$ cat src/wmi_consts.vh
// constants for the wake and management interrupt aggregator
`ifndef WMI_CONSTS_VH
`define WMI_CONSTS_VH

// ----------------------------------------
// register indexes, byte address is four times
// ----------------------------------------
`define WMI_IDX_WAKE_STS_A  5'h02
`define WMI_IDX_WAKE_STS_B  5'h03
`define WMI_IDX_WAKE_STS_P  5'h04
`define WMI_IDX_WAKE_EN_A   5'h05
`define WMI_IDX_WAKE_EN_B   5'h06
`define WMI_IDX_WAKE_EN_P   5'h07
`define WMI_IDX_SUMMARY     5'h10
`define WMI_IDX_MASTER_EN   5'h11
`define WMI_IDX_SRC_STS_A   5'h12
`define WMI_IDX_SRC_STS_B   5'h13
`define WMI_IDX_SRC_EN_A    5'h15
`define WMI_IDX_SRC_EN_B    5'h16
`define WMI_IDX_WAKE_GATE   5'h18

// ----------------------------------------
// field masks and positions
// ----------------------------------------
`define WMI_WAKE_A_MASK     8'h3E
`define WMI_WAKE_B_MASK     8'h7F
`define WMI_WAKE_B_STICKY   8'h23
`define WMI_SRC_EN_B_MASK   8'hFB
`define WMI_SRC_B_SOURCES   8'h1B
`define WMI_BIT0            0
`define WMI_WSB_DEVINT      0
`define WMI_WSB_WDT         1
`define WMI_WSB_MB1         2
`define WMI_WSB_MB2         3
`define WMI_WSB_FW          4
`define WMI_WSB_LOWBAT      5
`define WMI_WSB_INTR        6
`define WMI_PIN_H           7
`define WMI_ROUTE_PIN       7
`define WMI_ROUTE_SIRQ      6
`define WMI_ROUTE_WAKE      5
`define WMI_SRCB_WDT        3
`define WMI_SRCB_RSVD       2
`define WMI_ZERO8           8'h00
`define WMI_ZERO32          32'h0000_0000
`define WMI_ADR_MSB         7
`define WMI_IDX_MSB         6
`define WMI_IDX_LSB         2

`endif

$ cat src/wmi_wake_mgmt_irq.v
// wake and management interrupt aggregator with a classic wishbone slave
//
// The implementer's own choice: register access over Wishbone.
`timescale 1ns/1ps
`include "wmi_consts.vh"

module wmi_wake_mgmt_irq #(
  parameter MBX_W = 16,
  parameter FW_W  = 8
) (
  input  wire             clk,
  input  wire             nrst,
  input  wire [7:0]       wbAdrI,
  input  wire [31:0]      wbDatI,
  input  wire [3:0]       wbSelI,
  input  wire             wbWeI,
  input  wire             wbCycI,
  input  wire             wbStbI,
  output reg  [31:0]      wbDatO,
  output reg              wbAckO,
  input  wire [5:1]       wakeEvtA,
  input  wire [7:0]       pinWakeEvt,
  input  wire             watchdogEvt,
  input  wire             intrusionIn,
  input  wire             mainRstN,
  input  wire             vbatPorIn,
  input  wire             vbatLowIn,
  input  wire             parportActive,
  input  wire             parportAck,
  input  wire             serialBIrq,
  input  wire             serialAIrq,
  input  wire             floppyIrq,
  input  wire [MBX_W-1:0] mbxSrc,
  input  wire [MBX_W-1:0] mbxEn,
  input  wire [FW_W-1:0]  fwEvtSts,
  input  wire [FW_W-1:0]  fwEvtEn,
  input  wire             keyboardIrq,
  input  wire             mouseIrq,
  output reg              mgmtIntOutN,
  output reg              serialIrqMgmt,
  output reg              wakeOutN
);

  // ----------------------------------------
  // helpers
  // ----------------------------------------
  // sticky flag update: a set in the same cycle as a clear wins
  function [7:0] w1cNext;
    input [7:0] cur;
    input [7:0] set;
    input [7:0] clr;
    begin
      w1cNext = set | (cur & ~clr);
    end
  endfunction

  // ----------------------------------------
  // state
  // ----------------------------------------
  reg  [7:0] wakeStsA;
  reg  [7:0] wakeStsB;
  reg  [7:0] wakeStsPins;
  reg  [7:0] wakeEnA;
  reg  [7:0] wakeEnB;
  reg  [7:0] wakeEnPins;
  reg  [7:0] srcEnA;
  reg  [7:0] srcEnB;
  reg        sumFlag;
  reg        masterEn;
  reg        lowBat;
  reg        wdtFlag;
  reg        wakeGate;
  reg        porDone;
  reg        mainRstQ;
  reg  [7:0] rdData;

  // ----------------------------------------
  // bus decode
  // ----------------------------------------
  wire       wbReq   = wbCycI & wbStbI;
  // writes land on the edge that the master samples ack
  wire       wrEn    = wbReq & wbWeI & wbAckO & wbSelI[0];
  wire [4:0] idx     = wbAdrI[`WMI_IDX_MSB:`WMI_IDX_LSB];
  wire       inRange = ~wbAdrI[`WMI_ADR_MSB];
  wire [7:0] wd      = wbDatI[7:0];

  function hit;
    input [4:0] i;
    begin
      hit = wrEn & inRange & (idx == i);
    end
  endfunction

  wire [7:0] clrWakeA = hit(`WMI_IDX_WAKE_STS_A) ? wd : `WMI_ZERO8;
  wire [7:0] clrWakeB = hit(`WMI_IDX_WAKE_STS_B) ? wd : `WMI_ZERO8;
  wire [7:0] clrWakeP = hit(`WMI_IDX_WAKE_STS_P) ? wd : `WMI_ZERO8;
  wire [7:0] clrSrcA  = hit(`WMI_IDX_SRC_STS_A) ? wd : `WMI_ZERO8;
  wire [7:0] clrSrcB  = hit(`WMI_IDX_SRC_STS_B) ? wd : `WMI_ZERO8;
  wire       clrSum   = hit(`WMI_IDX_SUMMARY) & wd[`WMI_BIT0];

  // ----------------------------------------
  // write strobes
  // ----------------------------------------
  // decoded once so every register sees a single strobe
  // a write with sel[0] low or to an unmapped index raises none
  wire       wrWakeEnA  = hit(`WMI_IDX_WAKE_EN_A);
  wire       wrWakeEnB  = hit(`WMI_IDX_WAKE_EN_B);
  wire       wrWakeEnP  = hit(`WMI_IDX_WAKE_EN_P);
  wire       wrSrcEnA   = hit(`WMI_IDX_SRC_EN_A);
  wire       wrSrcEnB   = hit(`WMI_IDX_SRC_EN_B);
  wire       wrMasterEn = hit(`WMI_IDX_MASTER_EN);
  wire       wrWakeGate = hit(`WMI_IDX_WAKE_GATE);

  // ----------------------------------------
  // source status a
  // ----------------------------------------
  wire fwFlag   = |(fwEvtSts & fwEvtEn);
  wire mbxAny   = |(mbxSrc & mbxEn);
  wire mbxWrote = mbxSrc[0];
  wire parFlag  = parportActive ? parportAck : 1'b1;

  wire [7:0] srcStsA = {
    fwFlag,
    mbxAny,
    mbxWrote,
    floppyIrq,
    serialAIrq,
    serialBIrq,
    parFlag,
    lowBat
  };

  // ----------------------------------------
  // source status b
  // ----------------------------------------
  // reserved bit 2 reads one and is kept out of the sources
  wire [7:0] srcStsB = {
    4'h0,
    wdtFlag,
    1'b1,
    keyboardIrq,
    mouseIrq
  };

  // ----------------------------------------
  // management interrupt summary
  // ----------------------------------------
  wire anySrcA = |(srcStsA & srcEnA);
  wire anySrcB = |(srcStsB & srcEnB & `WMI_SRC_B_SOURCES);
  wire anySrc  = anySrcA | anySrcB;
  wire mgmtActive = sumFlag & masterEn;

  // ----------------------------------------
  // wake status b view
  // ----------------------------------------
  // intrusion and the event flags are live copies; only the
  // sticky bits are stored
  wire [7:0] wakeStsBView = (wakeStsB & `WMI_WAKE_B_STICKY) | {
    1'b0,
    intrusionIn,
    1'b0,
    fwFlag,
    mbxAny,
    mbxWrote,
    2'b00
  };

  wire       mainRelease = mainRstN & ~mainRstQ;
  wire [7:0] wakeSetB;
  assign wakeSetB[`WMI_WSB_DEVINT] = mgmtActive & srcEnB[`WMI_ROUTE_WAKE];
  assign wakeSetB[`WMI_WSB_WDT]    = watchdogEvt;
  assign wakeSetB[`WMI_WSB_MB1]    = 1'b0;
  assign wakeSetB[`WMI_WSB_MB2]    = 1'b0;
  assign wakeSetB[`WMI_WSB_FW]     = 1'b0;
  assign wakeSetB[`WMI_WSB_LOWBAT] = mainRelease & vbatLowIn;
  assign wakeSetB[7:6]             = 2'b00;

  wire wakeSummary = (|(wakeStsA & wakeEnA)) |
                     (|(wakeStsBView & wakeEnB)) |
                     (|(wakeStsPins & wakeEnPins));

  // ----------------------------------------
  // supply sequencing
  // ----------------------------------------
  // mainRstQ resets low: a main supply already up counts as released at the
  // first edge, where lowBat takes the power-on load instead

  always @(posedge clk or negedge nrst) begin
    if (!nrst) begin
      porDone  <= 1'b0;
      mainRstQ <= 1'b0;
    end else begin
      porDone  <= 1'b1;
      mainRstQ <= mainRstN;
    end
  end

  // first cycle after standby reset loads, later only sets or clears
  always @(posedge clk or negedge nrst) begin
    if (!nrst) begin
      lowBat <= 1'b0;
    end else if (!porDone) begin
      lowBat <= vbatPorIn;
    end else begin
      lowBat <= (mainRelease & vbatLowIn) |
                (lowBat & ~clrSrcA[`WMI_BIT0]);
    end
  end

  // ----------------------------------------
  // sticky wake and watchdog flags
  // ----------------------------------------
  genvar g;
  generate
    for (g = 0; g < 8; g = g + 1) begin : gPin
      always @(posedge clk or negedge nrst) begin
        if (!nrst) begin
          wakeStsPins[g] <= 1'b0;
        end else begin
          wakeStsPins[g] <= pinWakeEvt[g] | (wakeStsPins[g] & ~clrWakeP[g]);
        end
      end
    end
  endgenerate

  always @(posedge clk or negedge nrst) begin
    if (!nrst) begin
      wakeStsA <= `WMI_ZERO8;
    end else begin
      wakeStsA <= w1cNext(wakeStsA, {2'b00, wakeEvtA, 1'b0}, clrWakeA) &
                  `WMI_WAKE_A_MASK;
    end
  end

  always @(posedge clk or negedge nrst) begin
    if (!nrst) begin
      wakeStsB <= `WMI_ZERO8;
    end else begin
      wakeStsB <= w1cNext(wakeStsB, wakeSetB, clrWakeB) & `WMI_WAKE_B_STICKY;
    end
  end

  always @(posedge clk or negedge nrst) begin
    if (!nrst) begin
      wdtFlag <= 1'b0;
    end else begin
      wdtFlag <= watchdogEvt | (wdtFlag & ~clrSrcB[`WMI_SRCB_WDT]);
    end
  end

  // ----------------------------------------
  // summary status
  // ----------------------------------------
  // an enabled source still high sets the flag again at the same edge as the clear
  always @(posedge clk or negedge nrst) begin
    if (!nrst) begin
      sumFlag <= 1'b0;
    end else begin
      sumFlag <= anySrc | (sumFlag & ~clrSum);
    end
  end

  // ----------------------------------------
  // software writable registers
  // ----------------------------------------
  // standby power-on reset is the only reset here, so it clears every enable
  always @(posedge clk or negedge nrst) begin
    if (!nrst) begin
      wakeEnA    <= `WMI_ZERO8;
      wakeEnB    <= `WMI_ZERO8;
      wakeEnPins <= `WMI_ZERO8;
    end else begin
      if (wrWakeEnA) begin
        wakeEnA <= wd & `WMI_WAKE_A_MASK;
      end
      if (wrWakeEnB) begin
        wakeEnB <= wd & `WMI_WAKE_B_MASK;
      end
      if (wrWakeEnP) begin
        wakeEnPins <= wd;
      end
    end
  end

  always @(posedge clk or negedge nrst) begin
    if (!nrst) begin
      srcEnA <= `WMI_ZERO8;
      srcEnB <= `WMI_ZERO8;
    end else begin
      if (wrSrcEnA) begin
        srcEnA <= wd;
      end
      if (wrSrcEnB) begin
        srcEnB <= wd & `WMI_SRC_EN_B_MASK;
      end
    end
  end

  always @(posedge clk or negedge nrst) begin
    if (!nrst) begin
      masterEn <= 1'b0;
      wakeGate <= 1'b0;
    end else begin
      if (wrMasterEn) begin
        masterEn <= wd[`WMI_BIT0];
      end
      if (wrWakeGate) begin
        wakeGate <= wd[`WMI_BIT0];
      end
    end
  end

  // ----------------------------------------
  // read mux
  // ----------------------------------------
  always @* begin
    rdData = `WMI_ZERO8;
    if (inRange) begin
      case (idx)
        `WMI_IDX_WAKE_STS_A: rdData = wakeStsA;
        `WMI_IDX_WAKE_STS_B: rdData = wakeStsBView;
        `WMI_IDX_WAKE_STS_P: rdData = wakeStsPins;
        `WMI_IDX_WAKE_EN_A:  rdData = wakeEnA;
        `WMI_IDX_WAKE_EN_B:  rdData = wakeEnB;
        `WMI_IDX_WAKE_EN_P:  rdData = wakeEnPins;
        `WMI_IDX_SUMMARY:    rdData = {7'h00, sumFlag};
        `WMI_IDX_MASTER_EN:  rdData = {7'h00, masterEn};
        `WMI_IDX_SRC_STS_A:  rdData = srcStsA;
        `WMI_IDX_SRC_STS_B:  rdData = srcStsB;
        `WMI_IDX_SRC_EN_A:   rdData = srcEnA;
        `WMI_IDX_SRC_EN_B:   rdData = srcEnB;
        `WMI_IDX_WAKE_GATE:  rdData = {7'h00, wakeGate};
        default:             rdData = `WMI_ZERO8;
      endcase
    end
  end

  // ----------------------------------------
  // wishbone answer
  // ----------------------------------------
  // one wait state; unmapped addresses answer with zero data
  always @(posedge clk or negedge nrst) begin
    if (!nrst) begin
      wbAckO <= 1'b0;
      wbDatO <= `WMI_ZERO32;
    end else begin
      wbAckO <= wbReq & ~wbAckO;
      if (wbReq & ~wbAckO & ~wbWeI) begin
        wbDatO <= {24'h000000, rdData};
      end else begin
        wbDatO <= `WMI_ZERO32;
      end
    end
  end

  // ----------------------------------------
  // outputs
  // ----------------------------------------
  // pins follow the flags one clock later so every output is a flop
  wire next_mgmtIntOutN   = ~(mgmtActive & srcEnB[`WMI_ROUTE_PIN]);
  wire next_serialIrqMgmt = mgmtActive & srcEnB[`WMI_ROUTE_SIRQ];
  wire next_wakeOutN      = ~(wakeSummary & wakeGate);

  always @(posedge clk or negedge nrst) begin
    if (!nrst) begin
      mgmtIntOutN   <= 1'b1;
      serialIrqMgmt <= 1'b0;
      wakeOutN      <= 1'b1;
    end else begin
      mgmtIntOutN   <= next_mgmtIntOutN;
      serialIrqMgmt <= next_serialIrqMgmt;
      wakeOutN      <= next_wakeOutN;
    end
  end

endmodule

$ cat config.mk
export PLATFORM = sky130hd
export DESIGN_NAME = wmi_wake_mgmt_irq
export DESIGN_NICKNAME = d
export VERILOG_FILES = /design/src/wmi_wake_mgmt_irq.v
export VERILOG_INCLUDE_DIRS = /design/src
export SDC_FILE = /design/constraint.sdc
export NUM_CORES = 1
export LEC_CHECK = 0
export ABC_AREA = 1
export BUFFER_PORTS_ARGS = -buffer_cell sky130_fd_sc_hd__buf_2
export CAP_MARGIN = 40
export CORE_AREA = 4 4 94 96
export CTS_BUF_LIST = sky130_fd_sc_hd__clkbuf_4
export CTS_CLUSTER_DIAMETER = 60
export CTS_CLUSTER_SIZE = 25
export DETAILED_ROUTE_END_ITERATION = 8
export DIE_AREA = 0 0 98 100
export PLACE_DENSITY = 0.88
export SLEW_MARGIN = 20
export SYNTH_ARGS = -nofsm -noshare
export SYNTH_HDL_FRONTEND = slang
export SYNTH_SLANG_ARGS = --single-unit
$ cat constraint.sdc
create_clock -name clk -period 1.7 [get_ports clk]
set_input_delay 0.17 -clock clk [delete_from_list [all_inputs] [get_ports clk]]
set_output_delay 0.17 -clock clk [all_outputs]
set_load 0.1 [all_outputs]
Word-level counts from Yosys, hierarchy flattened
Index checks and enable logic that the tools add are counted.

operators by class
  eq/ne operators = 13
  multiplexer cells = 10
  bitwise logic cells = 84
  reductions and logical operators = 7

operator list
  kind                                            number
  one-hot mux 8 bit (13 select lines)             1
  OR reduction 8 bit                              5
  bitwise AND 1 bit                               39
  == test 5 bit (second input constant)           7
  bitwise AND 8 bit                               3
  two-way mux 8 bit                               3
  == test 5 x 3 -> 1 bit (second input constant)  4
  bitwise AND 6 bit                               3
  inverter 1 bit                                  17
  bitwise AND 16 bit                              1
  OR reduction 16 bit                             1
  OR 1 bit                                        14
  two-way mux 6 bit                               2
  inverter 6 bit                                  2
  OR 6 bit                                        2
  == test 5 x 2 -> 1 bit (second input constant)  2
  bitwise AND 7 bit                               1
  OR 6 x 7 -> 7 bit                               1
  bitwise AND 4 x 5 -> 5 bit                      1
  two-way mux 4 bit                               1
  OR reduction 4 bit                              1
  two-way mux 1 bit                               3

word-level totals
  flip-flop bits (word level) = 70
  input bits = 122
  output and inout port bits = 36
  word-level logic and storage cells = 141

Logic depth before layout (Yosys ltp)
  depth after elaboration = 11
  gate-level depth with buffers = 10
  depth with buffers taken out = 10

Least setup slack after synthesis
No wires, ideal clock.

  kind = register to register
  start point = reg wbAckO
  end point = reg wakeStsPins[7]
  arrival time = 2.001 ns
  data required time = 1.577 ns
  path slack = -0.424 ns
  stages on the path, launching flop included = 7
  cell sequence = dfrtp_1 nand3_1 nor3_4 buf_6 nand2_1 o21ai_0 nand2_1

between the ends
  word-level cells in the longest chain between the ends = 8

RTL lines
  what                             line                     text
  from (decl)                      wmi_wake_mgmt_irq.v:20   output reg wbAckO,
  from (signal assigned)           wmi_wake_mgmt_irq.v:347  wbAckO <= wbReq & ~wbAckO;
  bitwise AND 1 bit (2 in a row)   wmi_wake_mgmt_irq.v:82   wire wrEn = wbReq & wbWeI & wbAckO & wbSelI[0];
  bitwise AND 1 bit (2 in a row)   wmi_wake_mgmt_irq.v:90   hit = wrEn & inRange & (idx == i);
  two-way mux 8 bit (no line)      -
  inverter 1 bit                   wmi_wake_mgmt_irq.v:220  wakeStsPins[g] <= pinWakeEvt[g] | (wakeStsPins[g] & ~clrWakeP[g]);
  bitwise AND 1 bit                wmi_wake_mgmt_irq.v:220
  OR 1 bit                         wmi_wake_mgmt_irq.v:220
  to (signal, indexed assignment)  wmi_wake_mgmt_irq.v:220
  to (decl)                        wmi_wake_mgmt_irq.v:62   reg [7:0] wakeStsPins;

Every way passes these cells.
A chain may end at the register's enable or synchronous reset.

Worst setup path in the final report
  start point = reg wakeOutN
  end point = out wakeOutN

RTL lines
  what                    line                     text
  from (decl)             wmi_wake_mgmt_irq.v:41   output reg wakeOutN
  from (signal assigned)  wmi_wake_mgmt_irq.v:372  wakeOutN <= next_wakeOutN;

No word-level cell between the ends.

==> impl_metrics.toml <==
[power_and_ir_drop]
power_mw = 3.52
peakVddDrop_mv = 0.418
p_leak_nw = 2.59
powerDensity_mw_per_mm2 = 722

[detailed_routing]
ant_nets = 0
routed_wl_mm = 11.7
drtPass1Iterations = 5
routed_via_density = 5.03
drc = 0
wl_per_cell_um = 14.9
drtIter0Drc = 263
vias = 3966

[setup_path]
worst-path-buf-inv = 1
endpoint_kind = "output port"
critPathLaunchType = "flop"
cp_cell_sequence = "buf_2"
crit_required_ps = 1530
cp_max_fo = 1
cp_slowest_stage_delay_ps = 530
path_delay_family = "flip-flops"
cp_data_arrival_time_ps = 1380
worst-setup-path-type = "flop to output port"
crit_path_top_delay_cell = "dfstp_2"

[yosys]
synth_warnings = 0
synth-main-ff-cell = "dfrtp_1"
async_flop_share = 1.00
synth_edf_count = 0
syn_avg_cell_area_sq_um = 7.22
synthCells = 548
ys_ff_latch = 70
yosys.cell_types.count = 30
synthesis.area_sq_mm = 0.00396
synth-seq-area-share = 0.443

[clock_tree]
insertion_delay_ps = 430
cts_buffer_depth = 2
path_clk_slew_ps = 120
post_cts.repair.setup_buffers = 0
cts-root-buf = "clkbuf_4"
cts_made_buffers = 9
cts.htree.levels = 3
cts_tree = "yes"
cts_sinks = 70

[sta]
min_period_over_period = 0.911
setup_viol = 0
hold_viol = 0
tns_ps = 0
clock.fmax_mhz = 646
min_period_ps = 1550
fin_skew_ps = 14.7
rsz0062_at_grt = "no"
drv_slew = 0

[global_route]
antenna_found_initial = 0
grt_pass1_vias = 3712
grt_max_degree = 71
grt.total_usage = 0.241
overflow = 0
grt_pass1_wl_mm = 18.4

[die]
die_y_um = 100
die-area_sq_mm = 0.00980
core_area_sq_mm = 0.00805
rows = 33
io_pins = 158
dieWidth_um = 98
start_util = 0.492

[cells_and_area]
num_antenna_cells = 0
fin_util = 0.605
fillCellCount = 763
drive_gt1_frac = 0.218
area_delta_synth_final_pct = 23.0
stdcell_count = 789
layout_common_cells = "nand2_1, buf_2, dfrtp_1, nor2_1"
final_common_cell = "nand2_1"
nets = 801
final_cell_area_sq_mm = 0.00487

[placed_design]
gp_congestion = 0.983
dpl-instance-area_sq_mm = 0.00453
dpl.hpwl_mm = 8.98
dp_cells = 755
portBuffers = 104

[flow_run]
max_cap_violations = 0

[status]
status = "complete, no violations"

[min_path]
hp-class = "input pin to flop"
state kept, by name (all words and copies together) (netlist names):
signal / cells
wdtFlag: 1
wakeEnB: 7
wbDatO: 8
wakeStsB: 3
sumFlag: 1
lowBat: 1
mainRstQ: 1
wakeEnPins: 8
wakeOutN: 1
wbAckO: 1
wakeStsPins: 8
srcEnB: 7
wakeStsA: 5
porDone: 1
wakeGate: 1
serialIrqMgmt: 1
wakeEnA: 5
mgmtIntOutN: 1
masterEn: 1
srcEnA: 8
cell usage after synthesis (4+ instances only):
cell type / count / area [sq um]
a21oi_1: 9 / 45.0
buf_2: 4 / 20.0
buf_4: 25 / 188
buf_6: 4 / 45.0
dfrtp_1: 68 / 1700
inv_1: 49 / 184
nand2_1: 199 / 747
nand3_1: 28 / 140
nand4_1: 13 / 81.3
nor2_1: 63 / 236
o21ai_0: 49 / 245
o21ai_2: 6 / 52.6
layout make-up:
| class | instances | area (sq um) | area share |
|---|---|---|---|
| multi-input combinational | 418 | 1850 | 0.380 |
| sequential | 70 | 1760 | 0.361 |
| timing repair buffer | 130 | 786 | 0.161 |
| clock buffer | 9 | 67.6 | 0.0139 |
| clock inverter | 7 | 88.8 | 0.0182 |
| inverter | 50 | 188 | 0.0385 |
| tap | 105 | 131 | 0.0270 |
worst paths after layout:
check / start / endpoint / slack, ps / cells past startpoint
max in group asynchronous: nrst / wakeOutN$_DFF_PN1_ / 1100 / 3
min in group asynchronous: nrst / mainRstQ$_DFF_PN0_ / 270 / 3
worst max register to register: wbAckO$_DFF_PN0_ / wakeStsPins[6]$_DFF_PN0_ / 160 / 6
worst min-delay path: wbDatI[7] / srcEnB[7]$_DFFE_PN0P_ / 40 / 3
worst max-delay path: wakeOutN$_DFF_PN1_ / wakeOutN / 150 / 1
worst min register to register: wakeGate$_DFFE_PN0P_ / wakeOutN$_DFF_PN1_ / 470 / 1
logic make-up (layout without fill, tap and decap cells):
kind of cell	Yosys count	count (layout)	synth area share
other	2	25	0.00190
buffers and inverters	83	196	0.111
flip-flops	70	70	0.443
AO/OA/AOI/OAI	73	73	0.102
AND/OR/NAND/NOR	320	320	0.342
worst register-to-register path: stages (launching register included):
cell and delay [ps]:
dfrtp_4 450, nand3_1 110, nor3_4 190, buf_12 190, nand2_1 190, o21ai_0 220
nand2_1 70
stage by stage:
stage,hold WS (ps),setup slack (ps)
2_1_floorplan,-126,23.1
3_3_place_gp,216,220
3_5_place_dp,221,204
4_1_cts,11.5,121
5_1_grt,32.1,67.9
6_report,36.5,152
routing by layer:
metal	track usage	wire length, um	vias up
li1	-	-	1958
met1	0.304	4670	1774
met2	0.397	5490	207
met3	0.0605	1250	27
met4	0.0980	337	0
met5	0	0	-
power by group:
part,internal (mW),leakage (nW),switching (mW)
logic,0.165,1.64,0.469
registers,1.68,0.867,0.0113
clock network,0.586,0.0810,0.607
total,2.43,2.59,1.09
what timing repair did:
action / in CTS / in global routing
hold endpoints to repair: 86 / 0
resized for setup: 0 / 0
hold buffers: 18 / 0
No activity file was read; power rests on OpenSTA's default activity.
